**config.mk**
```make
export PLATFORM = sky130hd
export DESIGN_NAME = opmc_top
export DESIGN_NICKNAME = d
export VERILOG_FILES = /design/src/rtl/opmc_pkg.sv /design/src/rtl/opmc_top.sv /design/src/rtl/opmc_sync.sv /design/src/rtl/opmc_mode_fsm.sv
export SDC_FILE = /design/constraint.sdc
export NUM_CORES = 1
export LEC_CHECK = 0
export BUFFER_PORTS_ARGS = -buffer_cell sky130_fd_sc_hd__buf_4
export CAP_MARGIN = 20
export CELL_PAD_IN_SITES_DETAIL_PLACEMENT = 0
export CELL_PAD_IN_SITES_GLOBAL_PLACEMENT = 1
export CORE_MARGIN = 2
export CORE_UTILIZATION = 41
export DETAILED_ROUTE_END_ITERATION = 7
export HOLD_SLACK_MARGIN = 0.08
export PLACE_DENSITY_LB_ADDON = 0.1
export SETUP_SLACK_MARGIN = 0.1
export SYNTH_ARGS = -nofsm -noshare
export SYNTH_HDL_FRONTEND = slang
export SYNTH_SLANG_ARGS = --single-unit
```
**constraint.sdc**
```tcl
create_clock -name hclk -period 4.97 [get_ports hclk]
set_input_delay 0 -clock hclk [delete_from_list [all_inputs] [get_ports hclk]]
set_output_delay 0 -clock hclk [all_outputs]
set_load 0.005 [all_outputs]
```
**src/rtl/opmc_pkg.sv**
```systemverilog
`default_nettype none
package opmc_pkg;
   localparam logic [7:0] ADDR_OUT  = 8'h00;
   localparam logic [7:0] ADDR_HWCR = 8'h04;
   localparam logic [7:0] ADDR_MAP0 = 8'h08;
   localparam logic [7:0] ADDR_MAP1 = 8'h0C;
   localparam logic [7:0] ADDR_STAT = 8'h10;
   localparam logic [7:0] ADDR_ERR  = 8'h14;
   localparam int STAY_ACTIVE_BIT_BIT  = 0;
   localparam int REGISTER_RESET_COMMAND_BIT  = 1;
   localparam int STAT_MODE_LSB = 0;
   localparam int STAT_PWR_BIT  = 2;
   localparam int STAT_VDDUV_BIT = 3;
   localparam int STAT_VSUV_BIT = 4;
   localparam logic [7:0] OUT_RST  = 8'h00;
   localparam logic [7:0] MAP0_RST = 8'h04;
   localparam logic [7:0] MAP1_RST = 8'h08;
   localparam logic [7:0] ERR_RST  = 8'h00;
   localparam logic       ACT_RST  = 1'b0;
   localparam logic [2:0] HSIZE_WORD = 3'h2;
   localparam int CLK_NS      = 40;
   localparam int TRANS_NS    = 200;
   localparam int TRANS_CYC_I = (TRANS_NS + CLK_NS - 1) / CLK_NS;
   localparam logic [2:0] TRANS_CYC = TRANS_CYC_I[2:0];
   localparam int NCH = 8;
   localparam int NIN = 2;
   localparam int NSYNC = 14;
   typedef enum logic [1:0] {
      M_SLEEP  = 2'b00,
      M_LIMP   = 2'b01,
      M_ACTIVE = 2'b10,
      M_IDLE   = 2'b11
   } opmc_mode_t;
endpackage
`default_nettype wire

```
**src/rtl/opmc_top.sv**
```systemverilog
`timescale 1ns/1ns
`default_nettype none
module opmc_top (
   input  wire logic        hclk,                // System clock, 25 MHz
   input  wire logic        hresetn,             // Async reset, low
   input  wire logic        hsel,                // AHB slave select
   input  wire logic [31:0] haddr,               // AHB address
   input  wire logic [1:0]  htrans,              // AHB transfer type
   input  wire logic        hwrite,              // AHB write
   input  wire logic [2:0]  hsize,               // AHB size
   input  wire logic [31:0] hwdata,              // AHB write data
   input  wire logic        hready,              // AHB bus ready
   output logic      [31:0] hrdata,              // AHB read data
   output logic             hreadyout,           // AHB slave ready
   output logic             hresp,               // AHB response
   input  wire logic        idle_pin,            // Idle-control pin
   input  wire logic [1:0]  direct_input_pin,    // Direct input pins
   input  wire logic        vs_uv_flag,          // Analog supply undervoltage
   input  wire logic        vdd_uv_flag,         // Digital supply undervoltage
   input  wire logic        vs_op_flag,          // Analog supply operative
   input  wire logic        vdd_lop_flag,        // Digital supply above low power
   input  wire logic [7:0]  channel_error_event, // Per-channel fault level
   output logic      [7:0]  channel_on,          // Channel drive
   output logic      [1:0]  mode_status          // Mode field
);
   logic [opmc_pkg::NSYNC-1:0] sync_q;
   logic                       idle_s, vs_uv_s, vdd_uv_s, vs_op_s, vdd_lop_s;
   logic [opmc_pkg::NIN-1:0]   in_s;
   logic [opmc_pkg::NCH-1:0]   err_evt_s;
   logic                       pwr_on, any_in;
   logic                       idle_m_r, idle_q_r;
   opmc_pkg::opmc_mode_t       mode;

   opmc_sync #(
      .W (opmc_pkg::NSYNC)
   ) i_opmc_sync (
      .hclk    (hclk),
      .hresetn (hresetn),
      .d       ({channel_error_event, direct_input_pin, vdd_lop_flag, vs_op_flag, vdd_uv_flag,
                 vs_uv_flag}),
      .q       (sync_q)
   );

   assign vs_uv_s   = sync_q[0];
   assign vdd_uv_s  = sync_q[1];
   assign vs_op_s   = sync_q[2];
   assign vdd_lop_s = sync_q[3];
   assign in_s      = sync_q[5:4];
   assign err_evt_s = sync_q[13:6];
   assign idle_s    = idle_q_r;

   always_ff @(posedge hclk or negedge hresetn) begin
      if (!hresetn) begin
         idle_m_r <= 1'b0;
         idle_q_r <= 1'b0;
      end else begin
         idle_m_r <= idle_pin;
         idle_q_r <= idle_m_r;
      end
   end

   // Power-up is only recognised with a supply level and a pin pulled high
   assign pwr_on = vs_op_s || vdd_lop_s;
   assign any_in = |in_s;

   logic [7:0] out_cmd_r, out_cmd_nxt;
   logic       stay_r, stay_nxt;
   logic [7:0] map0_r, map0_nxt, map1_r, map1_nxt;
   logic [7:0] err_r, err_nxt;

   opmc_mode_fsm i_opmc_mode_fsm (
      .hclk    (hclk),
      .hresetn (hresetn),
      .pwr_on  (pwr_on && (any_in || idle_s)),
      .idle    (idle_s),
      .any_in  (any_in),
      .cmd_any (|out_cmd_r),
      .stay    (stay_r),
      .vdd_uv  (vdd_uv_s),
      .mode    (mode)
   );

   // AHB address phase capture; zero wait states, always OKAY
   logic       wen_r, wen_nxt, ren_r, ren_nxt;
   logic [7:0] addr_r, addr_nxt;
   logic       valid;

   assign valid = hsel && htrans[1] && hready && (hsize == opmc_pkg::HSIZE_WORD);

   always_comb begin
      wen_nxt  = valid && hwrite;
      ren_nxt  = valid && !hwrite;
      addr_nxt = valid ? {haddr[7:2], 2'b00} : addr_r;
   end

   always_ff @(posedge hclk or negedge hresetn) begin
      if (!hresetn) begin
         wen_r  <= 1'b0;
         ren_r  <= 1'b0;
         addr_r <= 8'h00;
      end else begin
         wen_r  <= wen_nxt;
         ren_r  <= ren_nxt;
         addr_r <= addr_nxt;
      end
   end

   assign hreadyout = 1'b1;
   assign hresp     = 1'b0;

   logic wr_ok, rd_ok, rst_cmd, reg_clr;

   // Limp and sleep never take writes; digital undervoltage blocks all access
   assign wr_ok = !vdd_uv_s && (mode == opmc_pkg::M_IDLE || mode == opmc_pkg::M_ACTIVE);
   assign rd_ok = !vdd_uv_s && (mode != opmc_pkg::M_SLEEP);
   assign rst_cmd = wen_r && wr_ok && addr_r == opmc_pkg::ADDR_HWCR && hwdata[opmc_pkg::REGISTER_RESET_COMMAND_BIT];
   assign reg_clr = vdd_uv_s || !idle_s || mode == opmc_pkg::M_SLEEP || rst_cmd;

   always_comb begin
      out_cmd_nxt = out_cmd_r;
      stay_nxt    = stay_r;
      map0_nxt    = map0_r;
      map1_nxt    = map1_r;
      if (reg_clr) begin
         out_cmd_nxt = opmc_pkg::OUT_RST;
         stay_nxt    = opmc_pkg::ACT_RST;
         map0_nxt    = opmc_pkg::MAP0_RST;
         map1_nxt    = opmc_pkg::MAP1_RST;
      end else if (wen_r && wr_ok) begin
         case (addr_r)
            opmc_pkg::ADDR_OUT:  out_cmd_nxt = hwdata[7:0];
            opmc_pkg::ADDR_HWCR: stay_nxt    = hwdata[opmc_pkg::STAY_ACTIVE_BIT_BIT];
            opmc_pkg::ADDR_MAP0: map0_nxt    = hwdata[7:0];
            opmc_pkg::ADDR_MAP1: map1_nxt    = hwdata[7:0];
            default:             out_cmd_nxt = out_cmd_r;
         endcase
      end
   end

   // Error flags survive register resets; a new fault beats a clear
   logic [7:0] err_clr, err_set;

   always_comb begin
      err_clr = (wen_r && wr_ok && addr_r == opmc_pkg::ADDR_ERR) ? hwdata[7:0] : 8'h00;
      err_set = (mode == opmc_pkg::M_ACTIVE || mode == opmc_pkg::M_LIMP) ? err_evt_s : 8'h00;
      err_nxt = (err_r & ~err_clr) | err_set;
   end

   always_ff @(posedge hclk or negedge hresetn) begin
      if (!hresetn) begin
         out_cmd_r <= opmc_pkg::OUT_RST;
         stay_r    <= opmc_pkg::ACT_RST;
         map0_r    <= opmc_pkg::MAP0_RST;
         map1_r    <= opmc_pkg::MAP1_RST;
         err_r     <= opmc_pkg::ERR_RST;
      end else begin
         out_cmd_r <= out_cmd_nxt;
         stay_r    <= stay_nxt;
         map0_r    <= map0_nxt;
         map1_r    <= map1_nxt;
         err_r     <= err_nxt;
      end
   end

   logic [31:0] stat_word;

   always_comb begin
      stat_word = 32'h0000_0000;
      stat_word[opmc_pkg::STAT_MODE_LSB +: 2] = mode;
      stat_word[opmc_pkg::STAT_PWR_BIT]       = pwr_on;
      stat_word[opmc_pkg::STAT_VDDUV_BIT]     = vdd_uv_s;
      stat_word[opmc_pkg::STAT_VSUV_BIT]      = vs_uv_s;
      hrdata = 32'h0000_0000;
      if (ren_r && rd_ok) begin
         case (addr_r)
            opmc_pkg::ADDR_OUT:  hrdata = {24'h00_0000, out_cmd_r};
            opmc_pkg::ADDR_HWCR: hrdata = {31'h0000_0000, stay_r};
            opmc_pkg::ADDR_MAP0: hrdata = {24'h00_0000, map0_r};
            opmc_pkg::ADDR_MAP1: hrdata = {24'h00_0000, map1_r};
            opmc_pkg::ADDR_STAT: hrdata = stat_word;
            opmc_pkg::ADDR_ERR:  hrdata = {24'h00_0000, err_r};
            default:             hrdata = 32'h0000_0000;
         endcase
      end
   end

   // Channel drive; pins stay usable unless both supplies are low
   logic [7:0] chan_r, chan_nxt, pin_map;
   logic       pin_ok;

   always_comb begin
      pin_map = (in_s[0] ? map0_r : 8'h00) | (in_s[1] ? map1_r : 8'h00);
      pin_ok  = !(vs_uv_s && vdd_uv_s);
      case (mode)
         opmc_pkg::M_ACTIVE: chan_nxt = (vdd_uv_s ? 8'h00 : out_cmd_r) | (pin_ok ? pin_map : 8'h00);
         opmc_pkg::M_LIMP:   chan_nxt = pin_ok ? pin_map : 8'h00;
         default:            chan_nxt = 8'h00;
      endcase
   end

   always_ff @(posedge hclk or negedge hresetn) begin
      if (!hresetn)
         chan_r <= 8'h00;
      else
         chan_r <= chan_nxt;
   end

   assign channel_on  = chan_r;
   assign mode_status = mode;

   property p_sleep_off;
      @(posedge hclk) disable iff (!hresetn)
      mode == opmc_pkg::M_SLEEP |=> chan_r == 8'h00 && map0_r == opmc_pkg::MAP0_RST;
   endproperty
   a_sleep_off: assert property (p_sleep_off) else $error("Sleep left channels or maps");

   property p_idle_off;
      @(posedge hclk) disable iff (!hresetn)
      mode == opmc_pkg::M_IDLE |=> chan_r == 8'h00;
   endproperty
   a_idle_off: assert property (p_idle_off) else $error("Channel on in idle");

   property p_idle_write;
      @(posedge hclk) disable iff (!hresetn)
      wen_r && addr_r == opmc_pkg::ADDR_MAP1 && idle_s && !vdd_uv_s && mode == opmc_pkg::M_IDLE
      |=> map1_r == $past(hwdata[7:0]);
   endproperty
   a_idle_write: assert property (p_idle_write) else $error("Idle write lost");

   property p_err_kept;
      @(posedge hclk) disable iff (!hresetn)
      reg_clr && !(wen_r && addr_r == opmc_pkg::ADDR_ERR) |=> (err_r & $past(err_r)) == $past(err_r);
   endproperty
   a_err_kept: assert property (p_err_kept) else $error("Error flag lost on reset");

   property p_limp_pins;
      @(posedge hclk) disable iff (!hresetn)
      mode == opmc_pkg::M_LIMP && !any_in ##1 mode == opmc_pkg::M_LIMP |-> chan_r == 8'h00;
   endproperty
   a_limp_pins: assert property (p_limp_pins) else $error("Limp drive without pin");

   property p_uv_both;
      @(posedge hclk) disable iff (!hresetn)
      vs_uv_s && vdd_uv_s |=> chan_r == 8'h00;
   endproperty
   a_uv_both: assert property (p_uv_both) else $error("Drive with both supplies low");

   property p_reg_clr;
      @(posedge hclk) disable iff (!hresetn)
      reg_clr |=> out_cmd_r == opmc_pkg::OUT_RST && stay_r == opmc_pkg::ACT_RST;
   endproperty
   a_reg_clr: assert property (p_reg_clr) else $error("Registers not reset");

   property p_zero_map_active;
      @(posedge hclk) disable iff (!hresetn)
      (pwr_on && idle_s && any_in && map0_r == 8'h00 && map1_r == 8'h00)[*8] |-> mode == opmc_pkg::M_ACTIVE;
   endproperty
   a_zero_map_active: assert property (p_zero_map_active) else $error("Zero maps blocked active");

   property p_err_idle;
      @(posedge hclk) disable iff (!hresetn)
      mode == opmc_pkg::M_IDLE && !(wen_r && addr_r == opmc_pkg::ADDR_ERR) |=> err_r == $past(err_r);
   endproperty
   a_err_idle: assert property (p_err_idle) else $error("Error flags changed in idle");

   property p_limp_read;
      @(posedge hclk) disable iff (!hresetn)
      ren_r && mode == opmc_pkg::M_LIMP && !vdd_uv_s && addr_r == opmc_pkg::ADDR_MAP0 |-> hrdata == {24'h00_0000, map0_r};
   endproperty
   a_limp_read: assert property (p_limp_read) else $error("Limp read refused");

   property p_uv_no_read;
      @(posedge hclk) disable iff (!hresetn)
      ren_r && vdd_uv_s |-> hrdata == 32'h0000_0000;
   endproperty
   a_uv_no_read: assert property (p_uv_no_read) else $error("Read served in undervoltage");

   property p_stat_mode;
      @(posedge hclk) disable iff (!hresetn)
      ren_r && rd_ok && addr_r == opmc_pkg::ADDR_STAT |-> hrdata[1:0] == mode;
   endproperty
   a_stat_mode: assert property (p_stat_mode) else $error("Status mode field wrong");
endmodule
`default_nettype wire

```
**src/rtl/opmc_sync.sv**
```systemverilog
`timescale 1ns/1ns
`default_nettype none
module opmc_sync #(
   parameter int W = 1
) (
   input  wire logic         hclk,    // System clock
   input  wire logic         hresetn, // Async reset, low
   input  wire logic [W-1:0] d,       // Asynchronous levels
   output logic      [W-1:0] q        // Synchronised levels
);
   logic [W-1:0] meta_r;
   logic [W-1:0] q_r;

   always_ff @(posedge hclk or negedge hresetn) begin
      if (!hresetn) begin
         meta_r <= '0;
         q_r    <= '0;
      end else begin
         meta_r <= d;
         q_r    <= meta_r;
      end
   end

   assign q = q_r;
endmodule
`default_nettype wire

```
**src/rtl/opmc_mode_fsm.sv**
```systemverilog
`timescale 1ns/1ns
`default_nettype none
module opmc_mode_fsm (
   input  wire logic                hclk,    // System clock
   input  wire logic                hresetn, // Async reset, low
   input  wire logic                pwr_on,  // Internal power-on
   input  wire logic                idle,    // Idle-control pin level
   input  wire logic                any_in,  // Any direct input high
   input  wire logic                cmd_any, // Any channel command bit set
   input  wire logic                stay,    // Stay-active bit
   input  wire logic                vdd_uv,  // Digital supply undervoltage
   output var opmc_pkg::opmc_mode_t mode     // Current mode
);
   opmc_pkg::opmc_mode_t mode_r, mode_nxt, pend_r, pend_nxt, tgt;
   logic [2:0]           cnt_r, cnt_nxt;
   logic                 entering;

   always_comb begin
      if (!pwr_on)
         tgt = opmc_pkg::M_SLEEP;
      else if (!idle)
         tgt = any_in ? opmc_pkg::M_LIMP : opmc_pkg::M_SLEEP;
      else if (any_in)
         tgt = opmc_pkg::M_ACTIVE;
      else if (!vdd_uv && (cmd_any || (mode_r == opmc_pkg::M_ACTIVE && stay)))
         tgt = opmc_pkg::M_ACTIVE;
      else
         tgt = opmc_pkg::M_IDLE;
      entering = (tgt == opmc_pkg::M_ACTIVE) || (tgt == opmc_pkg::M_LIMP);
      mode_nxt = mode_r;
      pend_nxt = tgt;
      cnt_nxt  = 3'h0;
      // Exits are immediate for safety; entries pay the transition latency
      if (tgt == mode_r)
         mode_nxt = mode_r;
      else if (!entering)
         mode_nxt = tgt;
      else if (tgt == pend_r) begin
         if (cnt_r == 3'(opmc_pkg::TRANS_CYC - 3'h1))
            mode_nxt = tgt;
         else
            cnt_nxt = 3'(cnt_r + 3'h1);
      end
   end

   always_ff @(posedge hclk or negedge hresetn) begin
      if (!hresetn) begin
         mode_r <= opmc_pkg::M_SLEEP;
         pend_r <= opmc_pkg::M_SLEEP;
         cnt_r  <= 3'h0;
      end else begin
         mode_r <= mode_nxt;
         pend_r <= pend_nxt;
         cnt_r  <= cnt_nxt;
      end
   end

   assign mode = mode_r;

   property p_entry_latency;
      @(posedge hclk) disable iff (!hresetn)
      (mode_r != $past(mode_r)) && (mode_r == opmc_pkg::M_ACTIVE || mode_r == opmc_pkg::M_LIMP)
      |-> $past(cnt_r) == 3'(opmc_pkg::TRANS_CYC - 3'h1);
   endproperty
   a_entry_latency: assert property (p_entry_latency) else $error("Entry without latency");

   property p_no_power;
      @(posedge hclk) disable iff (!hresetn)
      !pwr_on |=> mode_r == opmc_pkg::M_SLEEP;
   endproperty
   a_no_power: assert property (p_no_power) else $error("Not asleep without power");

   property p_enter_active;
      @(posedge hclk) disable iff (!hresetn)
      (pwr_on && idle && any_in)[*8] |-> mode_r == opmc_pkg::M_ACTIVE;
   endproperty
   a_enter_active: assert property (p_enter_active) else $error("Active not reached");

   property p_return_idle;
      @(posedge hclk) disable iff (!hresetn)
      mode_r == opmc_pkg::M_ACTIVE && pwr_on && idle && !any_in && !stay && !cmd_any
      |=> mode_r == opmc_pkg::M_IDLE;
   endproperty
   a_return_idle: assert property (p_return_idle) else $error("Active did not return to idle");

   property p_stay_active;
      @(posedge hclk) disable iff (!hresetn)
      mode_r == opmc_pkg::M_ACTIVE && pwr_on && idle && stay && !vdd_uv
      |=> mode_r == opmc_pkg::M_ACTIVE;
   endproperty
   a_stay_active: assert property (p_stay_active) else $error("Left active while held");

   property p_vdd_uv_idle;
      @(posedge hclk) disable iff (!hresetn)
      mode_r == opmc_pkg::M_ACTIVE && pwr_on && idle && vdd_uv && !any_in
      |=> mode_r == opmc_pkg::M_IDLE;
   endproperty
   a_vdd_uv_idle: assert property (p_vdd_uv_idle) else $error("Undervoltage kept active");

   property p_enter_limp;
      @(posedge hclk) disable iff (!hresetn)
      (pwr_on && !idle && any_in)[*8] |-> mode_r == opmc_pkg::M_LIMP && mode_r == 2'b01;
   endproperty
   a_enter_limp: assert property (p_enter_limp) else $error("Limp not reached");

   property p_sleep;
      @(posedge hclk) disable iff (!hresetn)
      pwr_on && !idle && !any_in |=> mode_r == opmc_pkg::M_SLEEP;
   endproperty
   a_sleep: assert property (p_sleep) else $error("Not asleep with pins low");
endmodule
`default_nettype wire

```
## Word-level counts from Yosys, hierarchy flattened

Cells that the tools add are included.

| cells by class | value |
|---|---|
| add/subtract/negate cells | 1 |
| $mul | 0 |
| div/mod/pow operators | 0 |
| magnitude comparators | 0 |
| equal/unequal tests | 16 |
| shifts and indexed selects | 0 |
| muxes and demuxes | 33 |
| bitwise logic cells | 6 |
| reductions and logical operators | 43 |

Operator list:

| cell | number |
|---|---|
| $mux 8 | 16 |
| $pmux 8 s6 | 1 |
| $or 8x8->8 | 3 |
| $logic_and 1x1->1 | 16 |
| $pmux 8 s2 | 1 |
| $eq 6x2->1 const B | 2 |
| $eq 6x3->1 const B | 2 |
| $mux 2 | 6 |
| $mux 3 | 4 |
| $reduce_bool 2->1 | 6 |
| $logic_or 1x1->1 | 9 |
| $and 8x8->8 | 1 |
| $logic_not 8->1 | 1 |
| $not 8->8 | 1 |
| $reduce_and 2->1 | 4 |
| $reduce_or 8->1 | 1 |
| $eq 2x2->1 const B | 3 |
| $eq 6x1->1 const B | 1 |
| $mux 1 | 5 |
| $eq 2x1->1 const B | 2 |
| $eq 2x2->1 | 2 |
| $ne 2x2->1 const B | 2 |
| $add 3x1->3 const B | 1 |
| $eq 3x2->1 const B | 1 |
| 6 further kinds | 8 |

| storage, ports and cells | value |
|---|---|
| flip-flop bits (word level) | 86 |
| latch bits | 0 |
| bits in writable memories | 0 |
| ROM bits | 0 |
| input port bits | 89 |
| output and inout bits | 44 |
| word-level logic and storage cells | 115 |
| memories | 0 |

## Depth between registers and ports, before layout

| depth | value |
|---|---|
| depth in word-level cells | 12 |
| mapped depth | 9 |
| gate-level depth less buffers | 7 |

## Modules after synthesis

A second synthesis with hierarchy kept.

| unflattened totals | value |
|---|---|
| cell total of the unflattened synthesis | 364 |
| area total of the unflattened synthesis | 4,140.2 um^2 |

By module, submodules not included:

| module | instances | cells an instance | area an instance (um^2) | sequential area each (um^2) |
|---|---|---|---|---|
| opmc_top | 1 | 280 | 2,936.6 | 1,278.7 |
| opmc_sync | 1 | 28 | 700.7 | 700.7 |
| opmc_mode_fsm | 1 | 56 | 503.0 | 175.2 |

## Least setup slack after synthesis

No wires, ideal clock.

| path | value |
|---|---|
| path type | register -> register |
| start point | register i_opmc_mode_fsm.mode_r[0] (netlist: i_opmc_mode_fsm.mode[0]) |
| end point | register map1_r[0] |
| library setup time | 132 ps |
| arrival time | 1,890 ps |
| data required time | 4,838 ps |
| path slack | 2,948 ps |
| stages on the path, launching flop included | 10 |
| buffers on the path | 3 |
| period minus slack after synthesis | 2,022 ps |
| cell sequence | dfrtp_1 -> inv_1 -> ha_1 -> clkbuf_1 -> o21a_1 -> buf_2 -> nand3_1 -> nand3_1 -> clkbuf_1 -> nor2_1 |

| between the ends | value |
|---|---|
| longest elaborated chain between the ends | 9 |
| elaborated cells between the ends (all ways) | 14 |
| those cells by class | 2 x eq/ne; 1 x mux; 11 x reduce/logical |

Ends and longest elaborated chain:

| element | RTL line | RTL |
|---|---|---|
| from (decl) | opmc_mode_fsm.sv:14 | `opmc_pkg::opmc_mode_t mode_r, mode_nxt, pend_r, pend_nxt, tgt;` |
| from (signal assigned) | opmc_mode_fsm.sv:48 | `mode_r <= opmc_pkg::M_SLEEP;` |
| from (signal assigned) | opmc_mode_fsm.sv:52 | `mode_r <= mode_nxt;` |
| $eq 2x2->1 | opmc_top.sv:114 | `assign wr_ok = !vdd_uv_s && (mode == opmc_pkg::M_IDLE \|\| mode == opmc_pkg::M_ACTIVE);` |
| $logic_or 1x1->1 | opmc_top.sv:114 |  |
| $logic_and 1x1->1 | opmc_top.sv:114 |  |
| $logic_and 1x1->1 | opmc_top.sv:116, opmc_top.sv:129 |  |
| $logic_and 1x1->1 (2 in series) | opmc_top.sv:116 | `assign rst_cmd = wen_r && wr_ok && addr_r == opmc_pkg::ADDR_HWCR && hwdata[opmc_pkg::REGISTER_RESET_COMMAND_BI ...` |
| $logic_or 1x1->1 | opmc_top.sv:117 | `assign reg_clr = vdd_uv_s \|\| !idle_s \|\| mode == opmc_pkg::M_SLEEP \|\| rst_cmd;` |
| $reduce_bool 2->1 (no source line) | -- |  |
| $reduce_and 2->1 (no source line) | -- |  |
| to (signal assigned) | opmc_top.sv:154 | `map1_r <= opmc_pkg::MAP1_RST;` |
| to (signal assigned) | opmc_top.sv:160 | `map1_r <= map1_nxt;` |
| to (decl) | opmc_top.sv:68 | `logic [7:0] map0_r, map0_nxt, map1_r, map1_nxt;` |

Parallel ways exist; a longest one is shown, timed or not.
A chain may end at the register's enable or synchronous reset.

## Final worst setup path

| path | value |
|---|---|
| start point | register i_opmc_mode_fsm.mode_r[0] (netlist: i_opmc_mode_fsm.mode[0]) |
| end point | register map1_r[3] |

The elaborated chain is that of the path after synthesis.

==> results.json <==
{
  "fill_cells": 907,
  "start_util": 0.4262,
  "clkLatencyLatePin_ns": 0.35,
  "first_iter_violations": 202,
  "synth_compound_area_frac": 0.1174,
  "die_w_um": 102.5,
  "synth-main-ff-cell": "dfrtp_1",
  "synth_top_family_by_area": "simple AND/OR/NAND/NOR gates",
  "grt_pass1_vias": 2761,
  "syn_to_final_growth_pct": 24.08,
  "drc": 0,
  "outcome": "finished clean",
  "crit_type": "reg2reg",
  "hold_viol": 0,
  "ys_warn_count": 0,
  "cp_common_cell": "nand3_1",
  "dr.pass1.iters": 6,
  "endpoint_kind": "register",
  "max_freq_mhz": 354.6,
  "drv_slew": 0,
  "grt_max_degree": 87,
  "path_cells": "inv_1 > ha_1 > o21a_1 > nand3_1 > nand3_1 > a211o_1",
  "regArea_sq_um": 2155,
  "yosys.area_share.simple": 0.1498,
  "fp.dieH_um": 102.5,
  "finalWorstSetupSlack_ns": 2.150,
  "cts_tree": "yes",
  "die_area_sq_um": 10500,
  "relSlewSlack": 0.3074,
  "io_buffers": 55,
  "numCtsBuffers": 9,
  "max_slew.worst_pin.slew_ns": 1.036,
  "async_flop_share": 1.000,
  "setup_viol": 0,
  "routed.top_layer": "met4",
  "period_needed_ns": 2.820,
  "drt-met1-wl_mm": 4.222,
  "grt_pass1_wl_mm": 14.50,
  "hold_class": "in2async",
  "rsz0062_at_grt": "false",
  "placed_area_sq_um": 4369,
  "ios": 133,
  "wl_per_cell_um": 15.67,
  "via_per_inst": 4.991,
  "dp_cells": 532,
  "path_clk_slew_ns": 0.08,
  "detailroute.via_count": 2895,
  "multi_input_area_sq_um": 1614,
  "total_power_mw": 1.535,
  "dp_hpwl_mm": 6.089,
  "fin_cells": 580,
  "cts_max_path_buffers": 2,
  "antenna_found_initial": 0,
  "drive_gt1_frac": 0.1973,
  "yosys.area_share.xor_xnor": 0.004407,
  "synth_cells": 365,
  "cp_data_required_time_ns": 5.25,
  "finalSetupTns_ns": 0,
  "utilization": 0.5288,
  "synth-seq-area-share": 0.5420,
  "overflow": 0,
  "ant_nets": 0,
  "dr_wl_met2_mm": 4.445,
  "syn_avg_cell_area_sq_um": 10.89,
  "period_share": 0.5674,
  "synth_cell_type_count": 55,
  "p_leak_nw": 2.243,
  "postCtsSetupBuffers": 0,
  "drv_cap": 0,
  "rows": 35,
  "critPathLaunchType": "register",
  "finalNetCount": 541,
  "core_area_sq_um": 9328,
  "grt_use_total": 0.1832,
  "synth_edf_count": 0,
  "slowest_delay_ns": 0.73,
  "syn_area_sq_um": 3975,
  "dr_wl_met3_um": 386,
  "clock_skew_ns": 0.01216,
  "hold_slack_ns": 0.1949,
  "wl_mm": 9.089,
  "arrival_ns": 3.10,
  "stdcell_area_sq_um": 4932,
  "ir_drop_mv": 0.2033,
  "cts.sink_count": 86,
  "worstPathMaxFanout": 25,
  "cts_hold_buffers": 31,
  "htreeDepth": 3,
  "root_buffer": "clkbuf_8",
  "diodes": 0,
  "power_density_nw_per_um2": 311.2,
  "cts_resized": 0,
  "ys_ff_latch": 86,
  "gp_congestion": 0.8226,
  "synth_fa_ha_area_frac": 0.01889,
  "cpMaxStageDelayCell": "nand3_1",
  "synthMuxAreaShare": 0.09097,
  "dpl_worst_slack_ns": 2.143
}
-- kinds of logic after synthesis --
family / count (synthesis)
and+or+nand+nor: 124
AOI/OAI and AO/OA: 62
buffers and inverters: 48
other: 2
adders and majority gates: 6
muxes: 35
DFF: 86
xor gates and xnor gates: 2
-- synthesized netlist by cell type (2+ instances only) --
master / n / area [sq um]
nand2_1: 37 / 138.9
and2_1: 4 / 25.02
nor2b_1: 2 / 12.51
inv_1: 6 / 22.52
or3b_1: 2 / 17.52
buf_4: 28 / 210.2
a22oi_1: 9 / 67.56
or3_1: 4 / 25.02
dfstp_2: 2 / 52.55
a222oi_1: 4 / 40.04
conb_1: 2 / 7.510
xnor2_1: 2 / 17.52
and3_1: 2 / 12.51
a22o_1: 11 / 96.34
o21a_1: 2 / 15.01
clkbuf_1: 7 / 26.28
mux2_1: 2 / 22.52
dfrtp_1: 84 / 2102
mux2_2: 7 / 78.83
o22ai_1: 5 / 31.28
o21ai_0: 2 / 10.01
nand3_1: 10 / 50.05
a21oi_1: 18 / 90.09
ha_1: 6 / 75.07
buf_1: 2 / 7.510
mux2i_1: 26 / 260.3
nor2_1: 49 / 183.9
buf_2: 3 / 15.01
-- cell type report --
| type | instances | area share |
|---|---|---|
| Inverter | 7 | 0.005327 |
| Tap cell | 129 | 0.03272 |
| Timing Repair Buffer | 87 | 0.1507 |
| Multi-Input combinational cell | 255 | 0.3272 |
| Clock buffer | 11 | 0.03070 |
| Sequential cell | 86 | 0.4368 |
| Clock inverter | 5 | 0.01649 |
-- layout by cell type (no fill, tap or decap), types with 4 or more instances in the layout --
cell	n
a222oi_1	4
a21oi_1	18
a22o_1	11
dfrtp_1	84
dlygate4sd3_1	31
nor2_1	49
ha_1	6
a22oi_1	9
or3_1	4
mux2i_1	26
o22ai_1	5
conb_1	26
inv_1	6
buf_4	55
nand3_1	10
nand2_1	37
mux2_2	7
and2_1	4
clkbuf_8	11
-- path summary, 6_finish.rpt --
kind | startpoint | end | slack, ns | depth (start not counted)
setup / recovery | i_opmc_mode_fsm.mode[0]$_DFFE_PN0P_ | map1_r[3]$_DFFE_PN1P_ | 2.15 | 6
hold / removal | hresetn | i_opmc_sync.q[5]$_DFF_PN0_ | 0.19 | 2
setup reg to reg | i_opmc_mode_fsm.mode[0]$_DFFE_PN0P_ | map1_r[3]$_DFFE_PN1P_ | 2.15 | 6
hold reg to reg | idle_m_r$_DFF_PN0_ | idle_q_r$_DFF_PN0_ | 0.35 | 0
max in group asynchronous | hresetn | map0_r[2]$_DFFE_PN1P_ | 4.10 | 3
min in group hclk | htrans[1] | ren_r$_DFF_PN0_ | 0.21 | 3
-- layer usage --
metal | track usage | vias to the layer above
li1 | - | 1390
met1 | 0.2576 | 1425
met2 | 0.2936 | 78
met3 | 0.03899 | 2
met4 | 0.04000 | 0
met5 | 0 | -
-- report_power, final --
group	internal, mW	switching, mW
combinational	0.0967	0.107
clock	0.311	0.249
sequential	0.727	0.0443
total	1.13	0.400
-- critical path, delay by kind of cell (launching register included) --
| family | cells | cell delay [ns] |
|---|---|---|
| buffers and inverters | 1 | 0.10 |
| adders and majority gates | 1 | 0.36 |
| and+or+nand+nor | 2 | 0.88 |
| AOI/OAI and AO/OA | 2 | 0.90 |
| DFF | 1 | 0.51 |
-- state kept, by name, indices dropped and copies added, names as in the netlist --
register	flops
map1_r	8
i_opmc_mode_fsm.mode	2
channel_on	8
stay_r	1
i_opmc_sync.q	14
idle_m_r	1
idle_q_r	1
map0_r	8
wen_r	1
err_r	8
i_opmc_mode_fsm.pend_r	2
i_opmc_sync.meta_r	14
i_opmc_mode_fsm.cnt_r	3
ren_r	1
addr_r	6
out_cmd_r	8
Note: power is estimated with default switching activity, not from simulation.
